$ cat config.mk
export PLATFORM = sky130hd
export DESIGN_NAME = bbsr_ctrl
export DESIGN_NICKNAME = d
export VERILOG_FILES = /design/src/pkg/bbsr_pkg.sv /design/src/hdl/bbsr_blank_timer.sv /design/src/hdl/bbsr_ctrl.sv
export VERILOG_INCLUDE_DIRS = /design/src /design/src/pkg
export SDC_FILE = /design/constraint.sdc
export NUM_CORES = 1
export LEC_CHECK = 0
export ABC_AREA = 1
export BUFFER_PORTS_ARGS = -buffer_cell sky130_fd_sc_hd__buf_2
export CORE_MARGIN = 2
export CORE_UTILIZATION = 55
export DETAILED_ROUTE_END_ITERATION = 12
export MAX_ROUTING_LAYER = met4
export PLACE_DENSITY_LB_ADDON = 0.05
export SYNTH_ARGS = -nofsm -noshare
export SYNTH_HDL_FRONTEND = slang
export SYNTH_SLANG_ARGS = --single-unit
export TNS_END_PERCENT = 20
$ cat constraint.sdc
create_clock -name CLK_IN -period 5.1 [get_ports CLK_IN]
set_clock_uncertainty 0.05 [all_clocks]
set_input_delay 0 -clock CLK_IN [delete_from_list [all_inputs] [get_ports CLK_IN]]
set_output_delay 0 -clock CLK_IN [all_outputs]
set_load 0.03 [all_outputs]
$ cat src/pkg/bbsr_consts.svh
/*
 * Constants of the buck-boost setpoint register block: offsets, field positions,
 * reset values and timing counts.
 * Assumes it is included by bare name wherever the numbers are needed.
 */
`ifndef BBSR_CONSTS_SVH
`define BBSR_CONSTS_SVH

// ----------------------------------------------------------------------------
// Register map
// ----------------------------------------------------------------------------
`define BBSR_CTRL_OFFSET 8'h19
`define BBSR_CTRL_ADDR 12'h064
`define BBSR_UNLOCK_ADDR 12'h100
`define BBSR_STATUS_ADDR 12'h104
`define BBSR_CTRL_RESET 8'hA2
`define BBSR_UNLOCK_KEY 8'h5A

// ----------------------------------------------------------------------------
// Field layout
// ----------------------------------------------------------------------------
`define BBSR_PSKIP_BIT 7
`define BBSR_RSVD_BIT 6
`define BBSR_CODE_MSB 5
`define BBSR_CODE_MAX 6'h34
`define BBSR_FINE_TOP 6'h0F

// ----------------------------------------------------------------------------
// Voltage mapping in millivolts
// ----------------------------------------------------------------------------
`define BBSR_FINE_BASE_MV 12'd1175
`define BBSR_FINE_STEP_MV 12'd25
`define BBSR_COARSE_BASE_MV 12'd1600
`define BBSR_COARSE_STEP_MV 12'd50
// Millivolts of the reset code 22h on the coarse slope.
`define BBSR_CTRL_RESET_MV 12'd2500

// ----------------------------------------------------------------------------
// Timing
// ----------------------------------------------------------------------------
`define BBSR_CLK_HZ 25000000
`define BBSR_BLANK_MS 5
`define BBSR_BLANK_CYCLES ((`BBSR_CLK_HZ / 1000) * `BBSR_BLANK_MS)

`endif

$ cat src/pkg/bbsr_pkg.sv
/*
 * Types of the buck-boost setpoint register block.
 * Assumes nothing of its surroundings.
 */
package bbsr_pkg;

    // Write-protection state of the register.
    typedef enum logic [0:0] {
        BBSR_LOCKED,
        BBSR_UNLOCKED
    } bbsr_lock_t;

endpackage : bbsr_pkg

$ cat src/hdl/bbsr_blank_timer.sv
/*
 * Blanking timer: a start pulse loads a down counter, busy stays high until it
 * reaches zero.
 * Assumes one clock and an asynchronous active-high reset.
 */
`timescale 1ns/10ps
`include "bbsr_consts.svh"

module bbsr_blank_timer #(
    parameter int unsigned CYCLES = `BBSR_BLANK_CYCLES
) (
    // Clock and reset.
    input wire logic clk_in,
    input wire logic rst_in,
    // Control.
    input wire logic start_in,
    output logic busy_out
);

    logic [31:0] count_r;
    logic [31:0] count_nxt;

    // A new start reloads the full interval, so back-to-back writes extend blanking.
    always_comb begin
        count_nxt = count_r;
        if (start_in) begin
            count_nxt = CYCLES;
        end else if (count_r != 32'h0000_0000) begin
            count_nxt = count_r - 32'h0000_0001;
        end
    end

    // Counter register.
    always_ff @(posedge clk_in or posedge rst_in) begin
        if (rst_in) begin
            count_r <= 32'h0000_0000;
        end else begin
            count_r <= count_nxt;
        end
    end

    assign busy_out = (count_r != 32'h0000_0000);

endmodule : bbsr_blank_timer

$ cat src/hdl/bbsr_ctrl.sv
/*
 * Buck-boost converter control register with APB slave, write protection,
 * strap-selected power-up default and monitor blanking after writes.
 * Assumes APB3 master on CLK_IN, all inputs synchronous to CLK_IN.
 */
`timescale 1ns/10ps
`include "bbsr_consts.svh"

module bbsr_ctrl #(
    parameter int unsigned BLANK_CYCLES = `BBSR_BLANK_CYCLES
) (
    // Clock and reset.
    input wire logic CLK_IN,
    input wire logic RST_IN,
    // APB slave.
    input wire logic PSEL_IN,
    input wire logic PENABLE_IN,
    input wire logic PWRITE_IN,
    input wire logic [11:0] PADDR_IN,
    input wire logic [31:0] PWDATA_IN,
    output logic [31:0] PRDATA_OUT,
    output logic PREADY_OUT,
    output logic PSLVERR_OUT,
    // Strap.
    input wire logic DEFAULT_SELECT_STRAP_IN,
    input wire logic [7:0] STRAP_DEFAULT_IN,
    // Converter and monitor.
    output logic PULSE_SKIP_EN_OUT,
    output logic [5:0] BUCK_BOOST_VOLTAGE_CODE_OUT,
    output logic [11:0] SETPOINT_MV_OUT,
    output logic MONITOR_BLANK_OUT
);

    // ------------------------------------------------------------------------
    // Register state
    // ------------------------------------------------------------------------
    logic pskip_r;
    logic pskip_nxt;
    logic [5:0] code_r;
    logic [5:0] code_nxt;
    bbsr_pkg::bbsr_lock_t lock_r;
    bbsr_pkg::bbsr_lock_t lock_nxt;
    logic strap_done_r;
    logic strap_done_nxt;
    logic reject_r;
    logic reject_nxt;
    logic [31:0] prdata_r;
    logic [31:0] prdata_nxt;
    logic [11:0] mv_r;
    logic [11:0] mv_nxt;

    logic access;
    logic wr_ctrl;
    logic wr_ok;
    logic mapped;
    logic blank_busy;

    assign access = PSEL_IN & PENABLE_IN;
    assign wr_ctrl = access & PWRITE_IN & (PADDR_IN == `BBSR_CTRL_ADDR);
    assign wr_ok = wr_ctrl & (lock_r == bbsr_pkg::BBSR_UNLOCKED);
    assign mapped = (PADDR_IN == `BBSR_CTRL_ADDR) | (PADDR_IN == `BBSR_UNLOCK_ADDR)
        | (PADDR_IN == `BBSR_STATUS_ADDR);

    // Next-state logic: strap load once after reset, writes, lock and read data.
    always_comb begin
        pskip_nxt = pskip_r;
        code_nxt = code_r;
        lock_nxt = lock_r;
        strap_done_nxt = 1'b1;
        reject_nxt = reject_r;
        prdata_nxt = prdata_r;
        // The strap is sampled at the first edge after release, never under reset.
        if (!strap_done_r && DEFAULT_SELECT_STRAP_IN) begin
            pskip_nxt = STRAP_DEFAULT_IN[`BBSR_PSKIP_BIT];
            code_nxt = STRAP_DEFAULT_IN[`BBSR_CODE_MSB:0];
        end
        if (wr_ok) begin
            pskip_nxt = PWDATA_IN[`BBSR_PSKIP_BIT];
            code_nxt = PWDATA_IN[`BBSR_CODE_MSB:0];
            reject_nxt = 1'b0;
        end else if (wr_ctrl) begin
            reject_nxt = 1'b1; // Sticky until an accepted write.
        end
        // Unlock is single-shot: any later control write, taken or not, relocks.
        if (access && PWRITE_IN && PADDR_IN == `BBSR_UNLOCK_ADDR) begin
            lock_nxt = (PWDATA_IN[7:0] == `BBSR_UNLOCK_KEY) ? bbsr_pkg::BBSR_UNLOCKED
                : bbsr_pkg::BBSR_LOCKED;
        end else if (wr_ctrl) begin
            lock_nxt = bbsr_pkg::BBSR_LOCKED;
        end
        if (PSEL_IN && !PENABLE_IN && !PWRITE_IN) begin
            prdata_nxt = 32'h0000_0000;
            if (PADDR_IN == `BBSR_CTRL_ADDR) begin
                prdata_nxt[`BBSR_PSKIP_BIT] = pskip_r;
                prdata_nxt[`BBSR_RSVD_BIT] = 1'b0;
                prdata_nxt[`BBSR_CODE_MSB:0] = code_r;
            end else if (PADDR_IN == `BBSR_STATUS_ADDR) begin
                prdata_nxt[0] = (lock_r == bbsr_pkg::BBSR_UNLOCKED);
                prdata_nxt[1] = blank_busy;
                prdata_nxt[2] = reject_r;
                prdata_nxt[3] = (code_r > `BBSR_CODE_MAX);
            end
        end
    end

    // Millivolt view of the code: two slopes, reserved codes read as zero.
    always_comb begin
        mv_nxt = 12'h000;
        if (code_nxt <= `BBSR_FINE_TOP) begin
            mv_nxt = `BBSR_FINE_BASE_MV + 12'(code_nxt) * `BBSR_FINE_STEP_MV;
        end else if (code_nxt <= `BBSR_CODE_MAX) begin
            mv_nxt = `BBSR_COARSE_BASE_MV
                + 12'(code_nxt - 6'h10) * `BBSR_COARSE_STEP_MV;
        end
    end

    // State registers with their documented reset values.
    always_ff @(posedge CLK_IN or posedge RST_IN) begin
        if (RST_IN) begin
            pskip_r <= 1'(`BBSR_CTRL_RESET >> `BBSR_PSKIP_BIT);
            code_r <= 6'(`BBSR_CTRL_RESET);
            lock_r <= bbsr_pkg::BBSR_LOCKED;
            strap_done_r <= 1'b0;
            reject_r <= 1'b0;
            prdata_r <= 32'h0000_0000;
            mv_r <= `BBSR_CTRL_RESET_MV;
        end else begin
            pskip_r <= pskip_nxt;
            code_r <= code_nxt;
            lock_r <= lock_nxt;
            strap_done_r <= strap_done_nxt;
            reject_r <= reject_nxt;
            prdata_r <= prdata_nxt;
            mv_r <= mv_nxt;
        end
    end

    // ------------------------------------------------------------------------
    // Monitor blanking
    // ------------------------------------------------------------------------
    // A write attempt counts as performed only when it actually lands.
    bbsr_blank_timer #(
        .CYCLES(BLANK_CYCLES)
    ) u_blank (
        .clk_in(CLK_IN),
        .rst_in(RST_IN),
        .start_in(wr_ok),
        .busy_out(blank_busy)
    );

    // Outputs.
    assign PRDATA_OUT = prdata_r;
    assign PREADY_OUT = 1'b1;
    assign PSLVERR_OUT = access & ~mapped;
    assign PULSE_SKIP_EN_OUT = pskip_r;
    assign BUCK_BOOST_VOLTAGE_CODE_OUT = code_r;
    assign SETPOINT_MV_OUT = mv_r;
    assign MONITOR_BLANK_OUT = blank_busy;

endmodule : bbsr_ctrl

==> results.json, run 1 <==
{
  "outcome": "complete, no violations",
  "p_clk_frac": 0.234,
  "synth_ff_type": "dfrtp_1",
  "postCtsSetupRepairBufs": 0,
  "period_needed_ns": 4.27,
  "worstReg2RegStart": "lock_r",
  "gr-usage-met1": 0.345,
  "register_area_sq_um": 1540,
  "synth_area_leaders": "dfrtp_1 26%, ha_1 11%, nand2_1 10%",
  "drc": 0,
  "drv_cap": 0,
  "hp-class": "in2reg",
  "synth_top_area_frac": 0.259,
  "fmax_mhz": 234,
  "worstPathArrival_ns": 4.51,
  "drt_iter0_drc": 185,
  "finalSetupViolCount": 0,
  "clock_sinks": 61,
  "diodes": 0,
  "fin_area_sq_um": 5770,
  "cp-end-kind": "flip-flop",
  "clk_pin_slew_ns": 0.07,
  "powerDensity_nw_per_um2": 397,
  "cts_buffers": 9,
  "vias": 4548,
  "syn_area_sq_um": 5130,
  "peakVddDrop_v": 0.000365,
  "critPathKind": "reg2reg",
  "switchingPower_mw": 0.995,
  "busiest_layer": "met2",
  "final_util": 0.630,
  "placed_area_sq_um": 5450,
  "tns_ns": 0,
  "r2r-end": "SETPOINT_MV_OUT[11]",
  "routedWlPerCell_um": 13.3,
  "clk_path_buf_depth": 2,
  "yosysTopAreaCell": "dfrtp_1",
  "grtUsageMet3": 0.0513,
  "multi_input_area_sq_um": 3100,
  "dp.cells": 851,
  "gp_congestion": 0.881,
  "firstDrtPassIters": 5,
  "synthCells": 684,
  "crit_required_ns": 5.34,
  "port_buffers": 60,
  "switching_share": 0.434,
  "routed_via_density": 5.20,
  "max-slew-margin-rel": 0.603,
  "post-route-period-util": 0.838,
  "fill_cells": 842,
  "overflow": 0,
  "die_y_um": 101,
  "holdPathEnd": "BUCK_BOOST_VOLTAGE_CODE_OUT[5]",
  "pwr-share-comb": 0.515,
  "ant_nets": 0,
  "seqPwrFrac": 0.251,
  "met2_usage": 0.379,
  "grtUsageTotal": 0.249,
  "cts_tree": "built",
  "nets": 866,
  "fp-row-count": 35,
  "fin_cells": 874,
  "ios": 112,
  "synth_cell_types": 47,
  "worst_slew_pin_slew_ns": 0.595,
  "finalMaxSlewViolations": 0,
  "ys.warnings.count": 0,
  "rsz0062_at_grt": "false",
  "p_leak_nw": 3.04,
  "syn2layout_area_growth_pct": 12.5,
  "async_reset_ff_frac": 1.00,
  "synth_most_common_cell": "nand2_1",
  "clk_latency_ns": 0.36,
  "reg2reg_slack_ns": 0.83,
  "power.internal_mw": 1.30,
  "synth_seq_cells": 61,
  "drive_gt1_frac": 0.194,
  "hold_path_depth": 3,
  "die_width_um": 101,
  "design.die.area_sq_um": 10100,
  "reg2regPathDepth": 24,
  "antenna_found_initial": 0,
  "cts_root_buffer": "clkbuf_8",
  "min_from": "PWDATA_IN[5]",
  "synth_commonest_cells": "143 x nand2_1, 87 x inv_1, 85 x nor2_1",
  "grt_max_degree": 43,
  "synth-edff-count": 0,
  "finalHoldViolCount": 0,
  "core_area_sq_um": 9150,
  "cp-start-kind": "flip-flop",
  "initial_core_util": 0.560,
  "cp_max_fo": 16,
  "finalWirelength_um": 11600,
  "syn_avg_cell_area_sq_um": 7.49,
  "total_power_mw": 2.29,
  "grt_pass1_wl_um": 19600,
  "dpl.hpwl_um": 9300,
  "yosysSeqAreaShare": 0.300,
  "grt_pass1_vias": 4335,
  "cts.htree.levels": 3
}
how the worst max path moves through the flow:
stage | endpoint | slack, ns | from
6_report | SETPOINT_MV_OUT[11] | 0.83 | lock_r
5_1_grt | SETPOINT_MV_OUT[11] | 0.51 | lock_r
4_1_cts | SETPOINT_MV_OUT[11] | 0.84 | lock_r
2_1_floorplan | SETPOINT_MV_OUT[10] | 1.54 | lock_r
3_3_place_gp | SETPOINT_MV_OUT[10] | 0.94 | lock_r
3_5_place_dp | SETPOINT_MV_OUT[11] | 0.86 | lock_r
flip-flops by register name, summed over array words and instances, names as in the netlist:
| register | flops |
|---|---|
| SETPOINT_MV_OUT | 12 |
| reject_r | 1 |
| PRDATA_OUT | 7 |
| BUCK_BOOST_VOLTAGE_CODE_OUT | 6 |
| PULSE_SKIP_EN_OUT | 1 |
| strap_done_r | 1 |
| lock_r | 1 |
| u_blank.count_r | 32 |
metal layers:
layer | vias up | wire (um)
met1 | 2091 | 5840
met3 | 13 | 622
met2 | 132 | 5000
met5 | - | 0
met4 | 0 | 150
li1 | 2312 | -
logic make-up (layout without fill, tap and decap cells):
family / after synthesis / count (layout) / share of synthesized area
compound gates: 68 / 68 / 0.0781
xor+xnor: 18 / 18 / 0.0308
fa+ha+maj: 50 / 50 / 0.131
buf+inv: 127 / 181 / 0.114
flops: 61 / 61 / 0.300
mux: 2 / 2 / 0.00439
other cells: 2 / 27 / 0.00147
simple gates: 356 / 356 / 0.340
placed cells by master (no fill, tap or decap), types with 3 or more instances in the layout:
cell type and count:
bufinv_16 3, nor3_1 15, dfrtp_1 53, a21oi_1 29
dlygate4sd3_1 7, nor2_2 10, fa_1 6, nand2_1 143
xnor2_1 6, nand2_2 11, o211ai_1 3, xor2_1 12
nand3_2 3, nand2_4 4, clkbuf_8 9, o21ai_0 18
nor3_2 3, o21ai_1 4, buf_2 60, dfstp_2 8
a2bb2oi_1 3, nor2_1 85, nand4_1 21, ha_1 44
inv_1 86, conb_1 27, nand3_1 40, nor2_4 10
nand3b_1 3, inv_2 9
power groups by stage:
stage                     Sequential [mW]  Clock [mW]  Combinational, mW
after floorplan                     0.687           0              0.817
after global placement              0.584           0               1.14
after detailed placement            0.583           0               1.17
after CTS                           0.575       0.544               1.18
after global routing                0.578       0.568               1.35
final                               0.574       0.537               1.18
what timing repair did:
| item | CTS | global route |
|---|---|---|
| gates resized for setup | 0 | 0 |
| hold buffers | 7 | 0 |
| endpoints found under the hold margin | 22 | 0 |
worst max-delay path: stages, from the launching register on:
cell and delay, ns:
dfrtp_1 0.56, nand4_4 0.36, inv_2 0.18, nand2_1 0.06
nand2_1 0.23, inv_1 0.11, ha_1 0.31, xor2_1 0.17
ha_1 0.29, inv_1 0.05, fa_1 0.51, inv_1 0.05
ha_1 0.35, nand2_1 0.08, inv_1 0.08, nand4_1 0.10
nand3_1 0.09, nand2_1 0.05, nand2_1 0.13, nand2_1 0.08
nand2_1 0.06, nand2_1 0.05, nor2_1 0.09, nand2_1 0.07
nand2_1 0.06
cell type report:
type / instances / share of cell area
sequential: 61 / 0.266
multi-input combinational: 521 / 0.537
clock inverter: 7 / 0.0213
timing repair buffer: 69 / 0.0668
clock buffer: 9 / 0.0215
inverter: 96 / 0.0625
tap: 111 / 0.0241
per-stage QoR:
step	hold slack, ns	worst slack [ns]
after detailed placement	-0.0316	0.861
final	0.0225	0.828
after global placement	-0.0361	0.935
after floorplan	0.0799	1.54
after CTS	0.0183	0.842
after global routing	0.0342	0.511
(Power assumes the default switching activity.)
==> inputs of run 2 (changes only) <==
clock period = 4.45 ns   (was 5.1 ns; I/O delays follow)
==> run 2 against run 1 <==
Final area shrank 0.28%. Critical path depth decreased by 3. Power up 9.0%. Via count increased by 0.55%. Flip-flop and latch count unchanged. Largest cell class unchanged. Clock power fell by 7.4%. Critical endpoint is now SETPOINT_MV_OUT[10]. Register-to-register slack worse by 0.32 ns. Routed wire length hardly changed. Utilization decreased by 0.18 points. Global-route usage increased by 0.87 points.
==> results.json, run 2 (same netlist as run 1, synthesis figures left out) <==
{
  "outcome": "complete, no violations",
  "clk_latency_ns": 0.33,
  "dpl.hpwl_um": 9200,
  "design.die.area_sq_um": 10100,
  "routedWlPerCell_um": 13.2,
  "postCtsSetupRepairBufs": 0,
  "worstReg2RegStart": "strap_done_r",
  "firstDrtPassIters": 5,
  "largest_reg_flops": 32,
  "fmax_mhz": 254,
  "port_buffers": 60,
  "grt_pass1_wl_um": 20300,
  "fin_cells": 878,
  "critPathKind": "reg2reg",
  "hp-class": "in2reg",
  "finalSetupViolCount": 0,
  "r2r-end": "SETPOINT_MV_OUT[10]",
  "ios": 112,
  "seqPwrFrac": 0.265,
  "top_register": "u_blank.count_r",
  "gr-usage-met1": 0.368,
  "cp-end-kind": "flip-flop",
  "min_from": "PWDATA_IN[0]",
  "worst_slack_ns": 0.511,
  "cts_buffers": 9,
  "peakVddDrop_v": 0.000379,
  "reg2regPathDepth": 21,
  "syn2layout_area_growth_pct": 12.2,
  "max-slew-margin-rel": 0.615,
  "die_width_um": 101,
  "drc": 0,
  "cts_root_buffer": "clkbuf_8",
  "grt_pass1_vias": 4392,
  "pwr-share-comb": 0.536,
  "post-route-period-util": 0.885,
  "clk_pin_slew_ns": 0.07,
  "hold_path_depth": 3,
  "cp_max_fo": 9,
  "cts.htree.levels": 3,
  "switchingPower_mw": 1.12,
  "period_needed_ns": 3.94,
  "rsz0062_at_grt": "false",
  "powerDensity_nw_per_um2": 434,
  "drv_cap": 0,
  "final_common_cell": "nand2_1",
  "nets": 870,
  "switching_share": 0.447,
  "ant_nets": 0,
  "grt_max_degree": 44,
  "busiest_layer": "met2",
  "final_cell_mix": "143 x nand2_1, 86 x inv_1, 85 x nor2_1",
  "met2_usage": 0.392,
  "grtUsageTotal": 0.258,
  "finalMaxSlewViolations": 0,
  "worstPathArrival_ns": 4.11,
  "initial_core_util": 0.560,
  "finalHoldViolCount": 0,
  "antenna_found_initial": 0,
  "routed_via_density": 5.21,
  "total_power_mw": 2.50,
  "reg2reg_slack_ns": 0.51,
  "crit_required_ns": 4.62,
  "grtUsageMet3": 0.0395,
  "core_area_sq_um": 9150,
  "overflow": 0,
  "fin_area_sq_um": 5750,
  "die_y_um": 101,
  "drt_iter0_drc": 222,
  "clk_path_buf_depth": 2,
  "fp-row-count": 35,
  "final_util": 0.628,
  "finalWirelength_um": 11600,
  "power.internal_mw": 1.38,
  "hold_slack_ns": 0.0355,
  "p_leak_nw": 3.04,
  "p_clk_frac": 0.199,
  "placed_area_sq_um": 5480,
  "vias": 4573,
  "fill_cells": 848,
  "drive_gt1_frac": 0.198,
  "holdPathEnd": "BUCK_BOOST_VOLTAGE_CODE_OUT[0]",
  "diodes": 0,
  "gp_congestion": 0.892,
  "cp-start-kind": "flip-flop",
  "dp.cells": 855,
  "clock_sinks": 61,
  "pre_cts_ws_ns": 0.423,
  "worst_slew_pin_slew_ns": 0.577,
  "cts_tree": "built",
  "tns_ns": 0
}
## run 2: worst max-delay path by stage
stage,startpoint,depth (start not counted),to
after floorplan,lock_r,21,SETPOINT_MV_OUT[10]
after global placement,PADDR_IN[3],24,SETPOINT_MV_OUT[10]
after detailed placement,PADDR_IN[3],24,SETPOINT_MV_OUT[10]
after CTS,strap_done_r,21,SETPOINT_MV_OUT[10]
after global routing,lock_r,24,SETPOINT_MV_OUT[11]
final,strap_done_r,21,SETPOINT_MV_OUT[10]
## run 2: layout make-up
| type | count | area, sq um | area share |
|---|---|---|---|
| inverters | 96 | 360 | 0.0627 |
| well taps | 111 | 139 | 0.0242 |
| multi-input cells | 521 | 3100 | 0.539 |
| flip-flops and latches | 61 | 1540 | 0.267 |
| clock buffers | 10 | 138 | 0.0239 |
| repair buffers | 73 | 415 | 0.0723 |
| clock inverters | 6 | 62.6 | 0.0109 |
## run 2: timing repair
action / in CTS / in global routing
hold buffers: 7 / 0
gates resized for setup: 0 / 0
hold endpoints to repair: 21 / 0
## run 2: metal layers
layer	up-vias	share of wire
li1	2313	-
met1	2115	0.49
met2	138	0.45
met3	7	0.053
met4	0	0.0060
met5	-	0
## run 2: power by group through the flow
| stage | clock network (mW) | logic (mW) | registers, mW |
|---|---|---|---|
| 6_report | 0.497 | 1.34 | 0.661 |
| 5_1_grt | 0.529 | 1.56 | 0.666 |
| 4_1_cts | 0.511 | 1.34 | 0.661 |
| 3_5_place_dp | 0 | 1.33 | 0.668 |
| 3_3_place_gp | 0 | 1.31 | 0.669 |
| 2_1_floorplan | 0 | 0.936 | 0.787 |
## run 2: worst max-delay path, stage by stage, from the launching register on
cell and delay, ns:
dfrtp_1 0.36, inv_1 0.12, nand2_2 0.14, mux2_2 0.27
nand2_1 0.07, nand2_2 0.19, inv_1 0.07, ha_1 0.32
xor2_1 0.17, ha_1 0.28, inv_1 0.05, fa_1 0.49
inv_1 0.05, ha_1 0.34, a21oi_1 0.23, nand3_1 0.10
nand2_1 0.07, nand2_1 0.10, xnor2_1 0.17, nor2_1 0.06
nand2_1 0.08, nand2_1 0.06
